==> src/service_status_pkg.sv <==
/*
 * Shared constants for the service-access and status indicator block:
 * register map, field layout, reset values, timing and status modes.
 * Assumes a 25 MHz system clock and a 32-bit AXI4-Lite register bus.
 */
package service_status_pkg;

	localparam int CLK_HZ = 25_000_000;
	localparam int CYC_PER_MS = CLK_HZ / 1000;
	localparam int LINK_TOGGLE_MS = 1000;
	localparam int CMD_TOGGLE_MS = 500;
	localparam int FAULT_TOGGLE_MS = 250;
	localparam int TX_TOGGLE_MS = 50;
	localparam int LINK_TOGGLE_CYC = LINK_TOGGLE_MS * CYC_PER_MS;
	localparam int CMD_TOGGLE_CYC = CMD_TOGGLE_MS * CYC_PER_MS;
	localparam int FAULT_TOGGLE_CYC = FAULT_TOGGLE_MS * CYC_PER_MS;
	localparam int TX_TOGGLE_CYC = TX_TOGGLE_MS * CYC_PER_MS;

	localparam int ADDR_W = 8;
	localparam logic [ADDR_W-1:0] OFF_CFG = 8'h00;
	localparam logic [ADDR_W-1:0] OFF_HOP_PEND = 8'h04;
	localparam logic [ADDR_W-1:0] OFF_HOP_ACT = 8'h08;
	localparam logic [ADDR_W-1:0] OFF_CTRL = 8'h0C;
	localparam logic [ADDR_W-1:0] OFF_LIVE = 8'h10;
	localparam logic [ADDR_W-1:0] OFF_FAULT = 8'h14;
	localparam logic [ADDR_W-1:0] OFF_IRQ_STS = 8'h18;
	localparam logic [ADDR_W-1:0] OFF_IRQ_CLR = 8'h1C;
	localparam logic [ADDR_W-1:0] OFF_IRQ_EN = 8'h20;

	localparam logic [1:0] RESP_OKAY = 2'h0;
	localparam logic [1:0] RESP_SLVERR = 2'h2;

	// serial format and command-enable field layout
	localparam int CFG_W = 8;
	localparam int FMT_W = 7;
	localparam int BAUD_LSB = 0;
	localparam int BAUD_W = 3;
	localparam int DATA8_BIT = 3;
	localparam int PAR_LSB = 4;
	localparam int PAR_W = 2;
	localparam int STOP2_BIT = 6;
	localparam int CMD_BIT = 7;
	localparam logic [BAUD_W-1:0] BAUD_38400 = 3'h4;
	localparam logic [FMT_W-1:0] FMT_FORCED = 7'h0C;
	localparam logic [CFG_W-1:0] CFG_RST = 8'h8A;

	localparam int CTRL_REBOOT_BIT = 0;
	localparam int FAULT_CODE_W = 8;
	localparam logic [31:0] HOP_RST = 32'h0000_0000;

	localparam int IRQ_W = 4;
	localparam int IRQ_SVC_ON = 0;
	localparam int IRQ_SVC_OFF = 1;
	localparam int IRQ_FAULT = 2;
	localparam int IRQ_APPLY = 3;

	localparam int N_BLINK = 4;
	localparam int BL_TX = 0;
	localparam int BL_LINK = 1;
	localparam int BL_CMD = 2;
	localparam int BL_FAULT = 3;

	typedef enum logic [2:0] {
		ST_IDLE = 3'h0,
		ST_RX = 3'h1,
		ST_SLEEP = 3'h3,
		ST_TX = 3'h2,
		ST_LINK = 3'h6,
		ST_CMD = 3'h7,
		ST_FAULT = 3'h5
	} stat_mode_t;

endpackage

==> src/blink_toggler.sv <==
/*
 * Square-wave source for one status pattern: inverts its output once per
 * half_cyc clock cycles while run is high, rests high while run is low.
 * Assumes a single free-running clock and synchronous active-low reset.
 */
`timescale 1ns/1ps
module blink_toggler #(
	parameter int HALF_CYC = 1
) (
	input wire logic aclk,
	input wire logic aresetn,
	input wire logic run,
	output logic wave
);
	localparam int CNT_W = $clog2(HALF_CYC + 1);

	if (HALF_CYC < 1) begin : g_chk
		$error("blink_toggler: HALF_CYC must be at least 1");
	end

	typedef struct packed {
		logic [CNT_W-1:0] cnt;
		logic wave;
	} blink_state_t;

	blink_state_t s_ff;
	blink_state_t nxt_s;

	always_comb begin
		nxt_s = s_ff;
		if (!run) begin
			nxt_s.cnt = '0;
			nxt_s.wave = 1'b1;
		end else if (s_ff.cnt == CNT_W'(HALF_CYC - 1)) begin
			nxt_s.cnt = '0;
			nxt_s.wave = !s_ff.wave;
		end else begin
			nxt_s.cnt = s_ff.cnt + CNT_W'(1);
		end
	end

	always_ff @(posedge aclk) begin
		if (!aresetn) begin
			s_ff <= '{cnt: '0, wave: 1'b1};
		end else begin
			s_ff <= nxt_s;
		end
	end

	assign wave = s_ff.wave;

endmodule // blink_toggler

==> src/service_mode_status_indicator.sv <==
/*
 * Service-access override of the primary serial port format, status
 * indicator pattern generation, deferred band-parameter apply, and an
 * AXI4-Lite register slave with a sticky interrupt status.
 * Assumes all status inputs and service_n are synchronous to aclk; the
 * pull-up on the service pin sits in the pad ring.
 */
// Added by the designer: the AXI4-Lite register port and the register addresses.
`timescale 1ns/1ps
module service_mode_status_indicator
	import service_status_pkg::*;
#(
	parameter int HOP_W = 32,
	parameter int LINK_CYC = LINK_TOGGLE_CYC,
	parameter int CMD_CYC = CMD_TOGGLE_CYC,
	parameter int FAULT_CYC = FAULT_TOGGLE_CYC,
	parameter int TX_CYC = TX_TOGGLE_CYC
) (
	input wire logic aclk,
	input wire logic aresetn,
	input wire logic awvalid,
	output logic awready,
	input wire logic [ADDR_W-1:0] awaddr,
	input wire logic wvalid,
	output logic wready,
	input wire logic [31:0] wdata,
	input wire logic [3:0] wstrb,
	output logic bvalid,
	input wire logic bready,
	output logic [1:0] bresp,
	input wire logic arvalid,
	output logic arready,
	input wire logic [ADDR_W-1:0] araddr,
	output logic rvalid,
	input wire logic rready,
	output logic [31:0] rdata,
	output logic [1:0] rresp,
	input wire logic service_n,
	input wire logic rx_frame,
	input wire logic tx_active,
	input wire logic low_power_state_one,
	input wire logic cfg_link,
	input wire logic cmd_mode,
	input wire logic fault_active,
	input wire logic [FAULT_CODE_W-1:0] fault_code,
	output logic [BAUD_W-1:0] primary_serial_port_baud,
	output logic primary_serial_port_data8,
	output logic [PAR_W-1:0] primary_serial_port_parity,
	output logic primary_serial_port_stop2,
	output logic text_config_commands_en,
	output logic [HOP_W-1:0] hop_active,
	output logic status_out,
	output logic irq
);

	if (HOP_W < 1 || HOP_W > 32) begin : g_chk_hop
		$error("service_mode_status_indicator: HOP_W must be 1..32");
	end
	if (LINK_CYC < 1 || CMD_CYC < 1 || FAULT_CYC < 1 || TX_CYC < 1) begin : g_chk_cyc
		$error("service_mode_status_indicator: toggle counts must be at least 1");
	end

	typedef struct packed {
		logic [CFG_W-1:0] cfg;
		logic [HOP_W-1:0] pend;
		logic [HOP_W-1:0] act;
		logic [IRQ_W-1:0] sts;
		logic [IRQ_W-1:0] en;
		logic irq;
		logic aw_got;
		logic w_got;
		logic [ADDR_W-1:0] awaddr;
		logic [31:0] wdata;
		logic [3:0] wstrb;
		logic bvalid;
		logic [1:0] bresp;
		logic rvalid;
		logic [1:0] rresp;
		logic [31:0] rdata;
		logic svc_prev;
		logic cmd_prev;
		logic flt_prev;
		logic [FMT_W-1:0] live;
		logic cmds_en;
		stat_mode_t mode;
		logic stat;
	} state_t;

	state_t s_ff;
	state_t nxt_s;
	logic [N_BLINK-1:0] blink_run;
	logic [N_BLINK-1:0] blink_wave;

	localparam int BLINK_CYC [N_BLINK] = '{TX_CYC, LINK_CYC, CMD_CYC, FAULT_CYC};

	function automatic logic [31:0] merge(
		input logic [31:0] old_v,
		input logic [31:0] new_v,
		input logic [3:0] strb
	);
		logic [31:0] r;
		r = old_v;
		for (int i = 0; i < 4; i++) begin
			if (strb[i]) begin
				r[8*i +: 8] = new_v[8*i +: 8];
			end
		end
		return r;
	endfunction

	// patterns run only while their mode is shown, so each starts at a full interval
	assign blink_run[BL_TX] = (s_ff.mode == ST_TX);
	assign blink_run[BL_LINK] = (s_ff.mode == ST_LINK);
	assign blink_run[BL_CMD] = (s_ff.mode == ST_CMD);
	assign blink_run[BL_FAULT] = (s_ff.mode == ST_FAULT);

	for (genvar g = 0; g < N_BLINK; g++) begin : g_blink
		blink_toggler #(
			.HALF_CYC(BLINK_CYC[g])
		) u_blink (
			.aclk(aclk),
			.aresetn(aresetn),
			.run(blink_run[g]),
			.wave(blink_wave[g])
		);
	end

	always_comb begin
		logic svc_on;
		logic reboot;
		logic apply;
		logic [IRQ_W-1:0] set_v;
		logic [IRQ_W-1:0] clr_v;
		logic [31:0] pend_w;
		svc_on = !service_n;
		reboot = 1'b0;
		apply = 1'b0;
		set_v = '0;
		clr_v = '0;
		pend_w = '0;
		nxt_s = s_ff;

		if (s_ff.bvalid && bready) begin
			nxt_s.bvalid = 1'b0;
		end
		if (s_ff.rvalid && rready) begin
			nxt_s.rvalid = 1'b0;
		end
		if (awvalid && awready) begin
			nxt_s.aw_got = 1'b1;
			nxt_s.awaddr = awaddr;
		end
		if (wvalid && wready) begin
			nxt_s.w_got = 1'b1;
			nxt_s.wdata = wdata;
			nxt_s.wstrb = wstrb;
		end

		// write commits once both address and data are held
		if (s_ff.aw_got && s_ff.w_got) begin
			nxt_s.aw_got = 1'b0;
			nxt_s.w_got = 1'b0;
			nxt_s.bvalid = 1'b1;
			nxt_s.bresp = RESP_OKAY;
			case (s_ff.awaddr)
				OFF_CFG: begin
					if (s_ff.wstrb[0]) begin
						nxt_s.cfg = s_ff.wdata[CFG_W-1:0];
					end
				end
				OFF_HOP_PEND: begin
					pend_w = merge(32'(s_ff.pend), s_ff.wdata, s_ff.wstrb);
					nxt_s.pend = pend_w[HOP_W-1:0];
				end
				OFF_CTRL: begin
					reboot = s_ff.wstrb[0] && s_ff.wdata[CTRL_REBOOT_BIT];
				end
				OFF_IRQ_CLR: begin
					if (s_ff.wstrb[0]) begin
						clr_v = s_ff.wdata[IRQ_W-1:0];
					end
				end
				OFF_IRQ_EN: begin
					if (s_ff.wstrb[0]) begin
						nxt_s.en = s_ff.wdata[IRQ_W-1:0];
					end
				end
				OFF_HOP_ACT, OFF_LIVE, OFF_FAULT, OFF_IRQ_STS: begin
					nxt_s.bresp = RESP_OKAY;
				end
				default: begin
					nxt_s.bresp = RESP_SLVERR;
				end
			endcase
		end

		if (arvalid && arready) begin
			nxt_s.rvalid = 1'b1;
			nxt_s.rresp = RESP_OKAY;
			nxt_s.rdata = '0;
			case (araddr)
				OFF_CFG: nxt_s.rdata = 32'(s_ff.cfg);
				OFF_HOP_PEND: nxt_s.rdata = 32'(s_ff.pend);
				OFF_HOP_ACT: nxt_s.rdata = 32'(s_ff.act);
				OFF_CTRL: nxt_s.rdata = '0;
				OFF_LIVE: nxt_s.rdata = 32'({s_ff.cmds_en, s_ff.live});
				OFF_FAULT: nxt_s.rdata = 32'(fault_code);
				OFF_IRQ_STS: nxt_s.rdata = 32'(s_ff.sts);
				OFF_IRQ_CLR: nxt_s.rdata = '0;
				OFF_IRQ_EN: nxt_s.rdata = 32'(s_ff.en);
				default: begin
					nxt_s.rresp = RESP_SLVERR;
				end
			endcase
		end

		// new band parameters go live only on reboot or command mode exit
		apply = reboot || (s_ff.cmd_prev && !cmd_mode);
		if (apply) begin
			nxt_s.act = s_ff.pend;
		end

		nxt_s.svc_prev = svc_on;
		nxt_s.cmd_prev = cmd_mode;
		nxt_s.flt_prev = fault_active;
		set_v[IRQ_SVC_ON] = svc_on && !s_ff.svc_prev;
		set_v[IRQ_SVC_OFF] = !svc_on && s_ff.svc_prev;
		set_v[IRQ_FAULT] = fault_active && !s_ff.flt_prev;
		set_v[IRQ_APPLY] = apply;
		// a new event wins over a clear in the same cycle
		nxt_s.sts = (s_ff.sts & ~clr_v) | set_v;
		nxt_s.irq = |(nxt_s.sts & nxt_s.en);

		// override touches only the live format, never the stored cfg
		if (svc_on) begin
			nxt_s.live = FMT_FORCED;
		end else begin
			nxt_s.live = s_ff.cfg[FMT_W-1:0];
		end
		// command mode also forces text commands on
		nxt_s.cmds_en = s_ff.cfg[CMD_BIT] || svc_on || cmd_mode;

		if (fault_active) begin
			nxt_s.mode = ST_FAULT;
		end else if (cmd_mode && !s_ff.cfg[CMD_BIT]) begin
			nxt_s.mode = ST_CMD;
		end else if (cfg_link) begin
			nxt_s.mode = ST_LINK;
		end else if (tx_active) begin
			nxt_s.mode = ST_TX;
		end else if (rx_frame) begin
			nxt_s.mode = ST_RX;
		end else if (low_power_state_one) begin
			nxt_s.mode = ST_SLEEP;
		end else begin
			nxt_s.mode = ST_IDLE;
		end

		case (s_ff.mode)
			ST_IDLE: nxt_s.stat = 1'b1;
			ST_RX: nxt_s.stat = 1'b0;
			ST_SLEEP: nxt_s.stat = 1'b0;
			ST_TX: nxt_s.stat = blink_wave[BL_TX];
			ST_LINK: nxt_s.stat = blink_wave[BL_LINK];
			ST_CMD: nxt_s.stat = blink_wave[BL_CMD];
			ST_FAULT: nxt_s.stat = blink_wave[BL_FAULT];
			default: nxt_s.stat = 1'b1;
		endcase
	end

	always_ff @(posedge aclk) begin
		if (!aresetn) begin
			s_ff <= '{
				cfg: CFG_RST,
				pend: HOP_W'(HOP_RST),
				act: HOP_W'(HOP_RST),
				sts: '0,
				en: '0,
				irq: 1'b0,
				aw_got: 1'b0,
				w_got: 1'b0,
				awaddr: '0,
				wdata: '0,
				wstrb: '0,
				bvalid: 1'b0,
				bresp: RESP_OKAY,
				rvalid: 1'b0,
				rresp: RESP_OKAY,
				rdata: '0,
				svc_prev: 1'b0,
				cmd_prev: 1'b0,
				flt_prev: 1'b0,
				live: CFG_RST[FMT_W-1:0],
				cmds_en: CFG_RST[CMD_BIT],
				mode: ST_IDLE,
				stat: 1'b1
			};
		end else begin
			s_ff <= nxt_s;
		end
	end

	assign awready = !s_ff.aw_got && !s_ff.bvalid;
	assign wready = !s_ff.w_got && !s_ff.bvalid;
	assign bvalid = s_ff.bvalid;
	assign bresp = s_ff.bresp;
	assign arready = !s_ff.rvalid;
	assign rvalid = s_ff.rvalid;
	assign rdata = s_ff.rdata;
	assign rresp = s_ff.rresp;
	assign primary_serial_port_baud = s_ff.live[BAUD_LSB +: BAUD_W];
	assign primary_serial_port_data8 = s_ff.live[DATA8_BIT];
	assign primary_serial_port_parity = s_ff.live[PAR_LSB +: PAR_W];
	assign primary_serial_port_stop2 = s_ff.live[STOP2_BIT];
	assign text_config_commands_en = s_ff.cmds_en;
	assign hop_active = s_ff.act;
	assign status_out = s_ff.stat;
	assign irq = s_ff.irq;

endmodule // service_mode_status_indicator

==> config.mk <==
export PLATFORM = sky130hd
export DESIGN_NAME = service_mode_status_indicator
export DESIGN_NICKNAME = d
export VERILOG_FILES = /design/src/service_status_pkg.sv /design/src/blink_toggler.sv /design/src/service_mode_status_indicator.sv
export SDC_FILE = /design/constraint.sdc
export NUM_CORES = 1
export LEC_CHECK = 0
export BUFFER_PORTS_ARGS = -buffer_cell sky130_fd_sc_hd__buf_2
export CORE_MARGIN = 4
export CORE_UTILIZATION = 51
export DETAILED_ROUTE_END_ITERATION = 7
export PLACE_DENSITY = 0.75
export SETUP_SLACK_MARGIN = 0.15
export SKIP_CTS_REPAIR_TIMING = 1
export SLEW_MARGIN = 30
export SYNTH_ARGS = -nofsm -noshare
export SYNTH_HDL_FRONTEND = slang
export SYNTH_HIERARCHICAL = 1
export SYNTH_SLANG_ARGS = --single-unit
==> constraint.sdc <==
create_clock -name aclk -period 2.05 [get_ports aclk]
set_clock_uncertainty 0.2 [all_clocks]
set_input_delay 0.41 -clock aclk [delete_from_list [all_inputs] [get_ports aclk]]
set_output_delay 0.41 -clock aclk [all_outputs]
set_load 0.005 [all_outputs]
After elaboration in Yosys (flattened, before gate mapping)
Cells that the tools add are included.
{"block": "word_totals", "n_memories": 0, "word_cells": 152, "input_bits": 74, "mem_bits_ro": 0, "latch_bits": 0, "reg_bits": 277, "ramBits": 0, "out_inout_bits": 83}
{"block": "classes", "div": 0, "mux": 23, "n_bitwise": 9, "order_cmp": 0, "add_sub_neg": 4, "n_mul": 0, "eq_ne": 26, "n_reduce_logical": 54, "shift": 0}
{"op": "$pmux 32 s7", "n": 1}
{"op": "$eq 8x5->1 const B", "n": 8}
{"op": "$mux 35", "n": 1}
{"op": "$eq 8x4->1 const B", "n": 4}
{"op": "$add 25x1->25 const B", "n": 1}
{"op": "$eq 25x25->1 const B", "n": 1}
{"op": "$add 24x1->24 const B", "n": 1}
{"op": "$eq 24x24->1 const B", "n": 1}
{"op": "$mux 4", "n": 6}
{"op": "$add 23x1->23 const B", "n": 1}
{"op": "$eq 23x23->1 const B", "n": 1}
{"op": "$add 21x1->21 const B", "n": 1}
{"op": "$eq 21x21->1 const B", "n": 1}
{"op": "$reduce_or 9->1", "n": 2}
{"op": "$eq 8x3->1 const B", "n": 2}
{"op": "$eq 8x6->1 const B", "n": 2}
{"op": "$logic_not 8->1", "n": 2}
{"op": "$mux 3", "n": 5}
{"op": "$reduce_and 3->1", "n": 5}
{"op": "$logic_and 1x1->1", "n": 14}
{"op": "$logic_not 1->1", "n": 13}
{"op": "$reduce_or 3->1", "n": 4}
{"op": "$mux 2", "n": 5}
{"op": "$reduce_and 2->1", "n": 5}
{"op": "other kinds (13)", "n": 29}

Longest topological paths before layout
Gate-level depths: netlist of run 1.
{"block": "logic_depth", "word_depth": 8, "mapped_depth": 7, "depth_no_buf": 5}

By module
Netlist of run 1, hierarchy kept.
{"module": "service_mode_status_indicator", "n_inst": 1, "seq_area_each_um2": 3563.4, "cells_each": 859, "area_per_inst_um2": 7599.8}
{"module": "blink_toggler at g_blink[1].u_blink", "n_inst": 1, "seq_area_each_um2": 520.5, "cells_each": 138, "area_per_inst_um2": 1202.4}
{"module": "blink_toggler at g_blink[2].u_blink", "n_inst": 1, "seq_area_each_um2": 500.5, "cells_each": 136, "area_per_inst_um2": 1191.1}
{"module": "blink_toggler at g_blink[3].u_blink", "n_inst": 1, "seq_area_each_um2": 480.5, "cells_each": 126, "area_per_inst_um2": 1082.3}
{"module": "blink_toggler at g_blink[0].u_blink", "n_inst": 1, "seq_area_each_um2": 440.4, "cells_each": 113, "area_per_inst_um2": 1012.2}

Worst setup path before layout of run 1
No wires, ideal clock.
{"block": "synth_path", "path_kind": "input port to flip-flop", "from": "input port araddr[7]", "to": "register s_ff, in the netlist rdata[11]", "path_buffers": 2, "t_required_ns": 1.787, "path_slack_ns": -0.156, "cell_stages": 7, "arrival_time_ns": 1.943, "setup_ns": 0.063, "path_cell_list": "or4_4 > buf_6 > nor4b_4 > buf_6 > a22oi_2 > a2bb2oi_1 > nor2_2"}
{"block": "synth_via", "elab_chain_len": 2, "elab_cells_between_ends": 8, "classes_between": "eq/ne (6); mux (1); reduce/logical (1)"}
{"element": "from (decl)", "line_no": "service_mode_status_indicator.sv:33", "source": "input wire logic [ADDR_W-1:0] araddr,"}
{"element": "$eq 8x6->1, or another cell as far along", "line_no": "service_mode_status_indicator.sv:201", "source": "case (araddr)"}
{"element": "$pmux 32 s7 (*)", "line_no": "service_mode_status_indicator.sv:201"}
{"element": "to (signal assigned)", "line_no": "service_mode_status_indicator.sv:273", "source": "s_ff <= '{"}
{"element": "to (signal assigned)", "line_no": "service_mode_status_indicator.sv:299", "source": "s_ff <= nxt_s;"}
{"element": "to (decl)", "line_no": "service_mode_status_indicator.sv:89", "source": "state_t s_ff;"}
Mark *: on every way between the ends. The rest lies on a longest branch, timed or not.
A chain may end at the register's enable or synchronous reset.

Final worst setup path of run 1
{"block": "layout_path", "from": "register g_blink[1].u_blink/s_ff[8] (netlist bit)", "to": "register g_blink[1].u_blink/s_ff[20] (netlist bit)"}
{"block": "layout_via", "elab_chain_len": 2, "elab_cells_between_ends": 3, "classes_between": "add/sub (1); eq/ne (1); reduce/logical (1)"}
{"element": "from (decl)", "line_no": "blink_toggler.sv:26", "source": "blink_state_t s_ff;"}
{"element": "from (signal assigned)", "line_no": "blink_toggler.sv:44", "source": "s_ff <= '{cnt: '0, wave: 1'b1};"}
{"element": "from (signal assigned)", "line_no": "blink_toggler.sv:46", "source": "s_ff <= nxt_s;"}
{"element": "branches (longest 2 deep; another with $add 25x1->25)"}
Parallel ways; which one is timed is not known.

==> results of run 1 <==
[metal layers]
| layer | GRT usage, % | part of all wire (%) | up-vias |
|---|---|---|---|
| li1 | - | - | 5179 |
| met2 | 35.8 | 47 | 461 |
| met3 | 3.93 | 7.4 | 126 |
| met4 | 6.81 | 4.0 | 2 |
| met5 | 0 | 0.019 | - |
| met1 | 30.3 | 41 | 5245 |
[stage by stage]
stage                     TNS, ns  hold slack [ns]  cells  util, %
final                      -0.264          -0.0209   1924     68.0
after global routing        -3.89         -0.00671   1923     68.0
after CTS                  -0.700           -0.108   1839     61.2
after detailed placement    -7.94            0.246   1786     56.6
after global placement      -6.41            0.241   1786     56.6
after floorplan             -3.42            0.225   1373        -
[Yosys cell counts (all sizes together) (6+ instances only)]
| cell | n | area share [%] |
|---|---|---|
| nor2 | 151 | 4.7 |
| nand2 | 192 | 6.0 |
| clkbuf | 36 | 1.1 |
| nor3 | 11 | 0.46 |
| a22o | 12 | 0.87 |
| and4 | 10 | 0.72 |
| mux2i | 60 | 5.0 |
| nor4 | 10 | 0.87 |
| a2bb2oi | 24 | 1.7 |
| o31ai | 15 | 0.93 |
| buf | 107 | 6.3 |
| a22oi | 28 | 2.2 |
| nand3 | 38 | 1.7 |
| and3 | 19 | 1.0 |
| inv | 21 | 0.65 |
| nand2b | 7 | 0.36 |
| o22ai | 9 | 0.47 |
| or4 | 29 | 2.0 |
| xnor2 | 20 | 1.4 |
| or3 | 26 | 1.4 |
| a21oi | 112 | 4.7 |
| nand4 | 32 | 1.7 |
| and2 | 13 | 0.67 |
| dfxtp | 275 | 46 |
| xor2 | 30 | 2.2 |
| a31oi | 6 | 0.31 |
| o21ai | 30 | 1.2 |
[area by class of cell]
cell class              count  area share, %
inverters                  21          0.511
flip-flops and latches    275           35.1
multi-input cells         935           39.8
diodes                      1         0.0157
clock buffers              36           5.24
repair buffers            320           15.2
clock inverters            17           1.58
well taps                 319           2.51
[sequential cells by signal, indices dropped and copies added, names as in the netlist]
register	flops
g_blink.u_blink/wave	4
status_out	1
primary_serial_port_baud	3
rdata	32
primary_serial_port_data8	1
bvalid	1
bresp	1
primary_serial_port_parity	2
s_ff	100
text_config_commands_en	1
primary_serial_port_stop2	1
rvalid	1
g_blink.u_blink/s_ff	93
irq	1
hop_active	32
rresp	1
[cells by family after synthesis]
logic type / after synthesis
flops: 275
compound gates: 250
mux: 63
xor+xnor: 50
fa+ha+maj: 4
buf+inv: 164
simple gates: 565
other cells: 1
[power breakdown]
part	total (mW)	switching, mW	leakage, nW	internal, mW
Combinational	0.743	0.410	3.30	0.333
Clock	5.88	2.23	0.522	3.64
Sequential	5.50	0.0843	2.25	5.42
Total	12.1	2.73	6.07	9.39
[critical path, delay by kind of cell, from the launching register on]
family,cells,cell delay [ns]
DFF,1,0.38
and+or+nand+nor,3,1.29
AOI/OAI and AO/OA,1,0.16
[final timing paths]
check / end / slack (ns)
setup / recovery: g_blink[1].u_blink/s_ff[20] / -0.04
setup reg to reg: g_blink[1].u_blink/s_ff[20] / -0.04
hold reg to reg: g_blink[3].u_blink/s_ff[1] / 0.25
hold / removal: s_ff[2] / -0.02
==> reports/results.tsv, run 1 <==
stage	metric	value	unit
place	Setup WS pre-CTS	-0.297	ns
routing	vias post-DR	11000	
layout	fillers	1711	
grt	vias in the first global route	9710	
flow_run	max capacitance violation total	0	
critical_path	max incr delay on CP	0.62	ns
clocking	Clock Latency Late Sink	0.55	ns
layout	finished layout cell area	0.0159	sq mm
place	Port Buf Inserts	154	
die	Initial Util	51.7	%
routing	antenna viol nets, final	0	
critical_path	Worst setup EP type	flip-flop	
critical_path	Critical Path Source Type	flip-flop	
critical_path	crit path DAT	2.37	ns
grt	first-pass GRT wire length	48400	um
clocking	Reg clk slew, reported paths	0.07	ns
critical_path	WP data required	2.33	ns
critical_path	crit-path max FO	7	
clocking	Clk Tree Root Cell	clkbuf_16	
routing	vias per cell	5.72	
sta	setup ws final	-0.0397	ns
die	Row Count	56	
place	Post-DP HPWL	21600	um
critical_path	crit path from	g_blink[1].u_blink/s_ff[8]	
min_path	worst hold start	tx_active	
layout	P&R area growth vs syn	31.7	%
power_and_ir_drop	Max VDD drop	0.548	mV
sta	Max-slew headroom	65.0	%
power_and_ir_drop	Final Power	12.1	mW
critical_path	R2R Path Start	g_blink[1].u_blink/s_ff[8]	
sta	Slew @ Worst Pin	0.525	ns
die	Die X	162	um
routing	WL/cell	18.7	um
grt	maximum number of pins on one net before global-route repair	44	
synthesis	Post-synth EDFFs	0	
place	gpl congestion	0.902	
place	Placed Instance Area	0.0132	sq mm
critical_path	Slowest cell on crit path	or4_4	
sta	Tcrit/Tclk final	102	%
die	Die Footprint	0.0262	sq mm
clocking	TritonCTS clock tree	yes	
layout	final layout net count	1660	
status	failing checks	negative hold slack, negative setup slack	
layout	Multi-input gate area	0.00633	sq mm
grt	initial antenna violation count	1	
die	io pins	157	
routing	final WL	35900	um
critical_path	crit path cell chain	nand4_1, or4_4, or4_1, a21oi_1	
critical_path	critical path type	reg2reg	
power_and_ir_drop	Pleak	6.07	nW
sta	Period minus WS final	2.09	ns
grt	total track usage	22.1	%
die	Die H	162	um
layout	commonest cells after routing, fill and taps aside	dfxtp_1, nand2_1, buf_2, nor2_1, buf_4	
synthesis	post-synth cell types	64	
grt	grt total ovfl	0	
synthesis	xor and xnor area share after synthesis	3.62	%
layout	Storage cell area	0.00559	sq mm
clocking	CTS H-tree lvls	1	
layout	most common cell after layout, fill and taps aside	dfxtp_1	
clocking	worst-case clock buffer depth	3	
layout	share of layout cells above drive strength 1	33.7	%
synthesis	mapped cell area	0.0121	sq mm
synthesis	Simple-Gate Fraction of Synth Area	23.6	%
sta	Final Slew Violations	0	
routing	number of DRC markers in iteration 0	807	
die	core area	0.0234	sq mm
synthesis	multiplexer share of the synthesized area	5.34	%
min_path	HP Class	in2reg	
sta	final hold violation count	4	
clocking	CTS buffer count	29	
synthesis	post-synthesis cell count	1372	
synthesis	largest family of logic cells by synthesized area	simple AND/OR/NAND/NOR gates	
synthesis	FF+latch count, synth	275	
routing	drt first pass iters	5	
status	run status	finished with violations	
sta	RSZ-0062 raised after global routing	true	
synthesis	Syn Area/Cell	8.81	sq um
routing	# DRC	0	
synthesis	post-synthesis adder-cell area fraction	0.414	%
synthesis	Compound-Gate Fraction of Synth Area	13.4	%
sta	Setup Viol. Count Final	27	
synthesis	main flop type after synthesis	dfxtp_1	
sta	Max Freq	479	MHz
synthesis	YS warnings	6	
clocking	CTS Sinks	275	
synthesis	sequential cell area fraction in the yosys report	45.5	%
synthesis	asr flop ratio synth	0	%
critical_path	R2R cell count	4	
power_and_ir_drop	PD cells	761	mW/mm^2
min_path	hold-critical path depth	3	
sta	hold_ws	-0.0209	ns
No activity file was read; power rests on OpenSTA's default activity.
==> run 2: changes to the inputs <==
--- a/config.mk
+++ b/config.mk
@@ -9,6 +9,7 @@
 export CORE_MARGIN = 4
 export CORE_UTILIZATION = 51
 export DETAILED_ROUTE_END_ITERATION = 7
+export HOLD_SLACK_MARGIN = 0.1
 export PLACE_DENSITY = 0.75
 export SETUP_SLACK_MARGIN = 0.15
 export SKIP_CTS_REPAIR_TIMING = 1
==> run 2 against run 1 <==
Against the previous run:
- the run ends with negative setup slack left
- core utilization rose by 0.25 points
- cell area up 0.36%
- worst hold slack improved by 0.090 ns
- worst setup slack improved by 0.012 ns
- combinational power grew 1%
- register-to-register slack about the same
- largest power group unchanged
- sequential share of layout area shrank 0.13 points
- critical path depth grew 2
- non-clock buffer count increased by 6
- via count grew 0.33%
- clock power hardly changed
==> reports/results.tsv, run 2 (synthesis gave the netlist of run 1 again) <==
stage	metric	value	unit
critical_path	Slowest cell on crit path	or4_4	
critical_path	max incr delay on CP	0.60	ns
layout	P&R area growth vs syn	32.2	%
power_and_ir_drop	PD cells	759	mW/mm^2
routing	vias per cell	5.73	
grt	maximum number of pins on one net before global-route repair	44	
clocking	CTS H-tree lvls	1	
layout	most common cell after layout, fill and taps aside	dfxtp_1	
status	run status	finished with violations	
power_and_ir_drop	Pleak	6.09	nW
sta	setup ws final	-0.0274	ns
sta	RSZ-0062 raised after global routing	true	
layout	# diodes	0	
clocking	CTS Sinks	275	
routing	final WL	35900	um
routing	# DRC	0	
place	Placed Instance Area	0.0132	sq mm
critical_path	r2r endpoint	g_blink[3].u_blink/s_ff[12]	
status	failing checks	negative setup slack	
routing	WL/cell	18.6	um
layout	commonest cells after routing, fill and taps aside	dfxtp_1, nand2_1, buf_2, nor2_1, buf_4	
min_path	hold endpoint	s_ff[2]	
sta	Period minus WS final	2.08	ns
layout	Multi-input gate area	0.00633	sq mm
die	Initial Util	51.7	%
routing	drt first pass iters	6	
die	Die H	162	um
routing	antenna viol nets, final	0	
min_path	hold-critical path depth	3	
layout	Storage cell area	0.00559	sq mm
clocking	worst-case clock buffer depth	3	
clocking	TritonCTS clock tree	yes	
critical_path	WP data required	2.28	ns
grt	initial antenna violation count	0	
min_path	worst hold start	low_power_state_one	
sta	Slew @ Worst Pin	0.523	ns
min_path	HP Class	in2reg	
sta	final hold violation count	0	
sta	Max Freq	481	MHz
critical_path	Worst R2R Setup Slack	-0.03	ns
grt	grt total ovfl	0	
place	dpl cells	1786	
layout	finished layout cell area	0.0160	sq mm
layout	final layout net count	1666	
sta	Setup Viol. Count Final	26	
grt	vias in the first global route	9710	
critical_path	crit path DAT	2.30	ns
layout	number of flip-flops in the largest register	100	
grt	first-pass GRT wire length	48400	um
die	Die Footprint	0.0262	sq mm
sta	Max-slew headroom	65.1	%
place	gpl congestion	0.902	
power_and_ir_drop	Max VDD drop	0.561	mV
layout	share of layout cells above drive strength 1	33.5	%
clocking	Clock Latency Late Sink	0.55	ns
clocking	Clk Tree Root Cell	clkbuf_16	
layout	largest registers	s_ff x100, g_blink.u_blink/s_ff x93	
critical_path	crit path cell chain	nand4_1, or4_4, o211ai_1, buf_4, clkbuf_16, nor2_2	
layout	Non-Filler Instances	1929	
clocking	Reg clk slew, reported paths	0.06	ns
routing	vias post-DR	11000	
place	Port Buf Inserts	154	
critical_path	crit-path max FO	4	
critical_path	Critical Path Source Type	flip-flop	
die	io pins	157	
layout	largest register by flop count	s_ff	
die	core area	0.0234	sq mm
place	Post-DP HPWL	21600	um
die	Row Count	56	
critical_path	critical path type	reg2reg	
layout	fillers	1700	
critical_path	R2R cell count	6	
clocking	CTS buffer count	29	
sta	Final Slew Violations	0	
routing	number of DRC markers in iteration 0	789	
grt	total track usage	22.1	%
die	Die X	162	um
flow_run	max capacitance violation total	0	
sta	Tcrit/Tclk final	101	%
critical_path	Worst setup EP type	flip-flop	
critical_path	R2R Path Start	g_blink[3].u_blink/s_ff[19]	
run 2: changes by cell type in the layout (fill, tap and decap cells not counted):
cell / previous run / this run
dlygate4sd3_1: 49 / 55
diode_2: 1 / 0
run 2: through the flow:
stage | TNS [ns] | hold WS (ns) | utilization (%) | setup slack, ns | total power [mW]
floorplan | -3.42 | 0.225 | - | -0.155 | 5.93
global placement | -6.41 | 0.241 | 56.6 | -0.232 | 6.17
detailed placement | -7.94 | 0.246 | 56.6 | -0.297 | 6.18
CTS | -0.700 | -0.108 | 61.2 | -0.0335 | 12.0
global route | -3.81 | 0.112 | 68.3 | -0.102 | 12.5
finish | -0.239 | 0.0688 | 68.3 | -0.0274 | 12.1
run 2: worst max-delay path, delay by kind of cell (launching register included):
kind	cells	cell delay (ns)
compound gates	1	0.26
buf+inv	2	0.35
flops	1	0.34
simple gates	3	0.80
run 2: where the power goes:
part | leakage (nW) | internal [mW] | switching, mW
sequential | 2.25 | 5.42 | 0.0832
combinational | 3.32 | 0.339 | 0.411
clock | 0.522 | 3.64 | 2.24
total | 6.09 | 9.40 | 2.74
run 2: how the worst max path moves through the flow:
stage / cells past startpoint / startpoint / end / slack (ns)
4_1_cts: 5 / s_ff[96] / irq / -0.03
3_3_place_gp: 7 / araddr[7] / rdata[28] / -0.23
6_report: 6 / g_blink[3].u_blink/s_ff[19] / g_blink[3].u_blink/s_ff[12] / -0.03
5_1_grt: 4 / g_blink[1].u_blink/s_ff[8] / g_blink[1].u_blink/s_ff[20] / -0.10
2_1_floorplan: 7 / araddr[7] / rdata[11] / -0.15
3_5_place_dp: 7 / araddr[7] / rdata[31] / -0.30
run 2: final cells by class:
class	instances	share of cell area, %
Clock buffer	36	5.22
Clock inverter	17	1.57
Inverter	21	0.509
Multi-Input combinational cell	935	39.6
Sequential cell	275	35.0
Tap cell	319	2.50
Timing Repair Buffer	326	15.6
run 2: routing by layer:
metal | vias to the layer above | global-route usage (%) | part of all wire [%]
li1 | 5214 | - | -
met1 | 5280 | 30.3 | 42
met2 | 454 | 35.8 | 48
met3 | 101 | 3.93 | 7.3
met4 | 0 | 6.81 | 3.5
met5 | - | 0 | 0
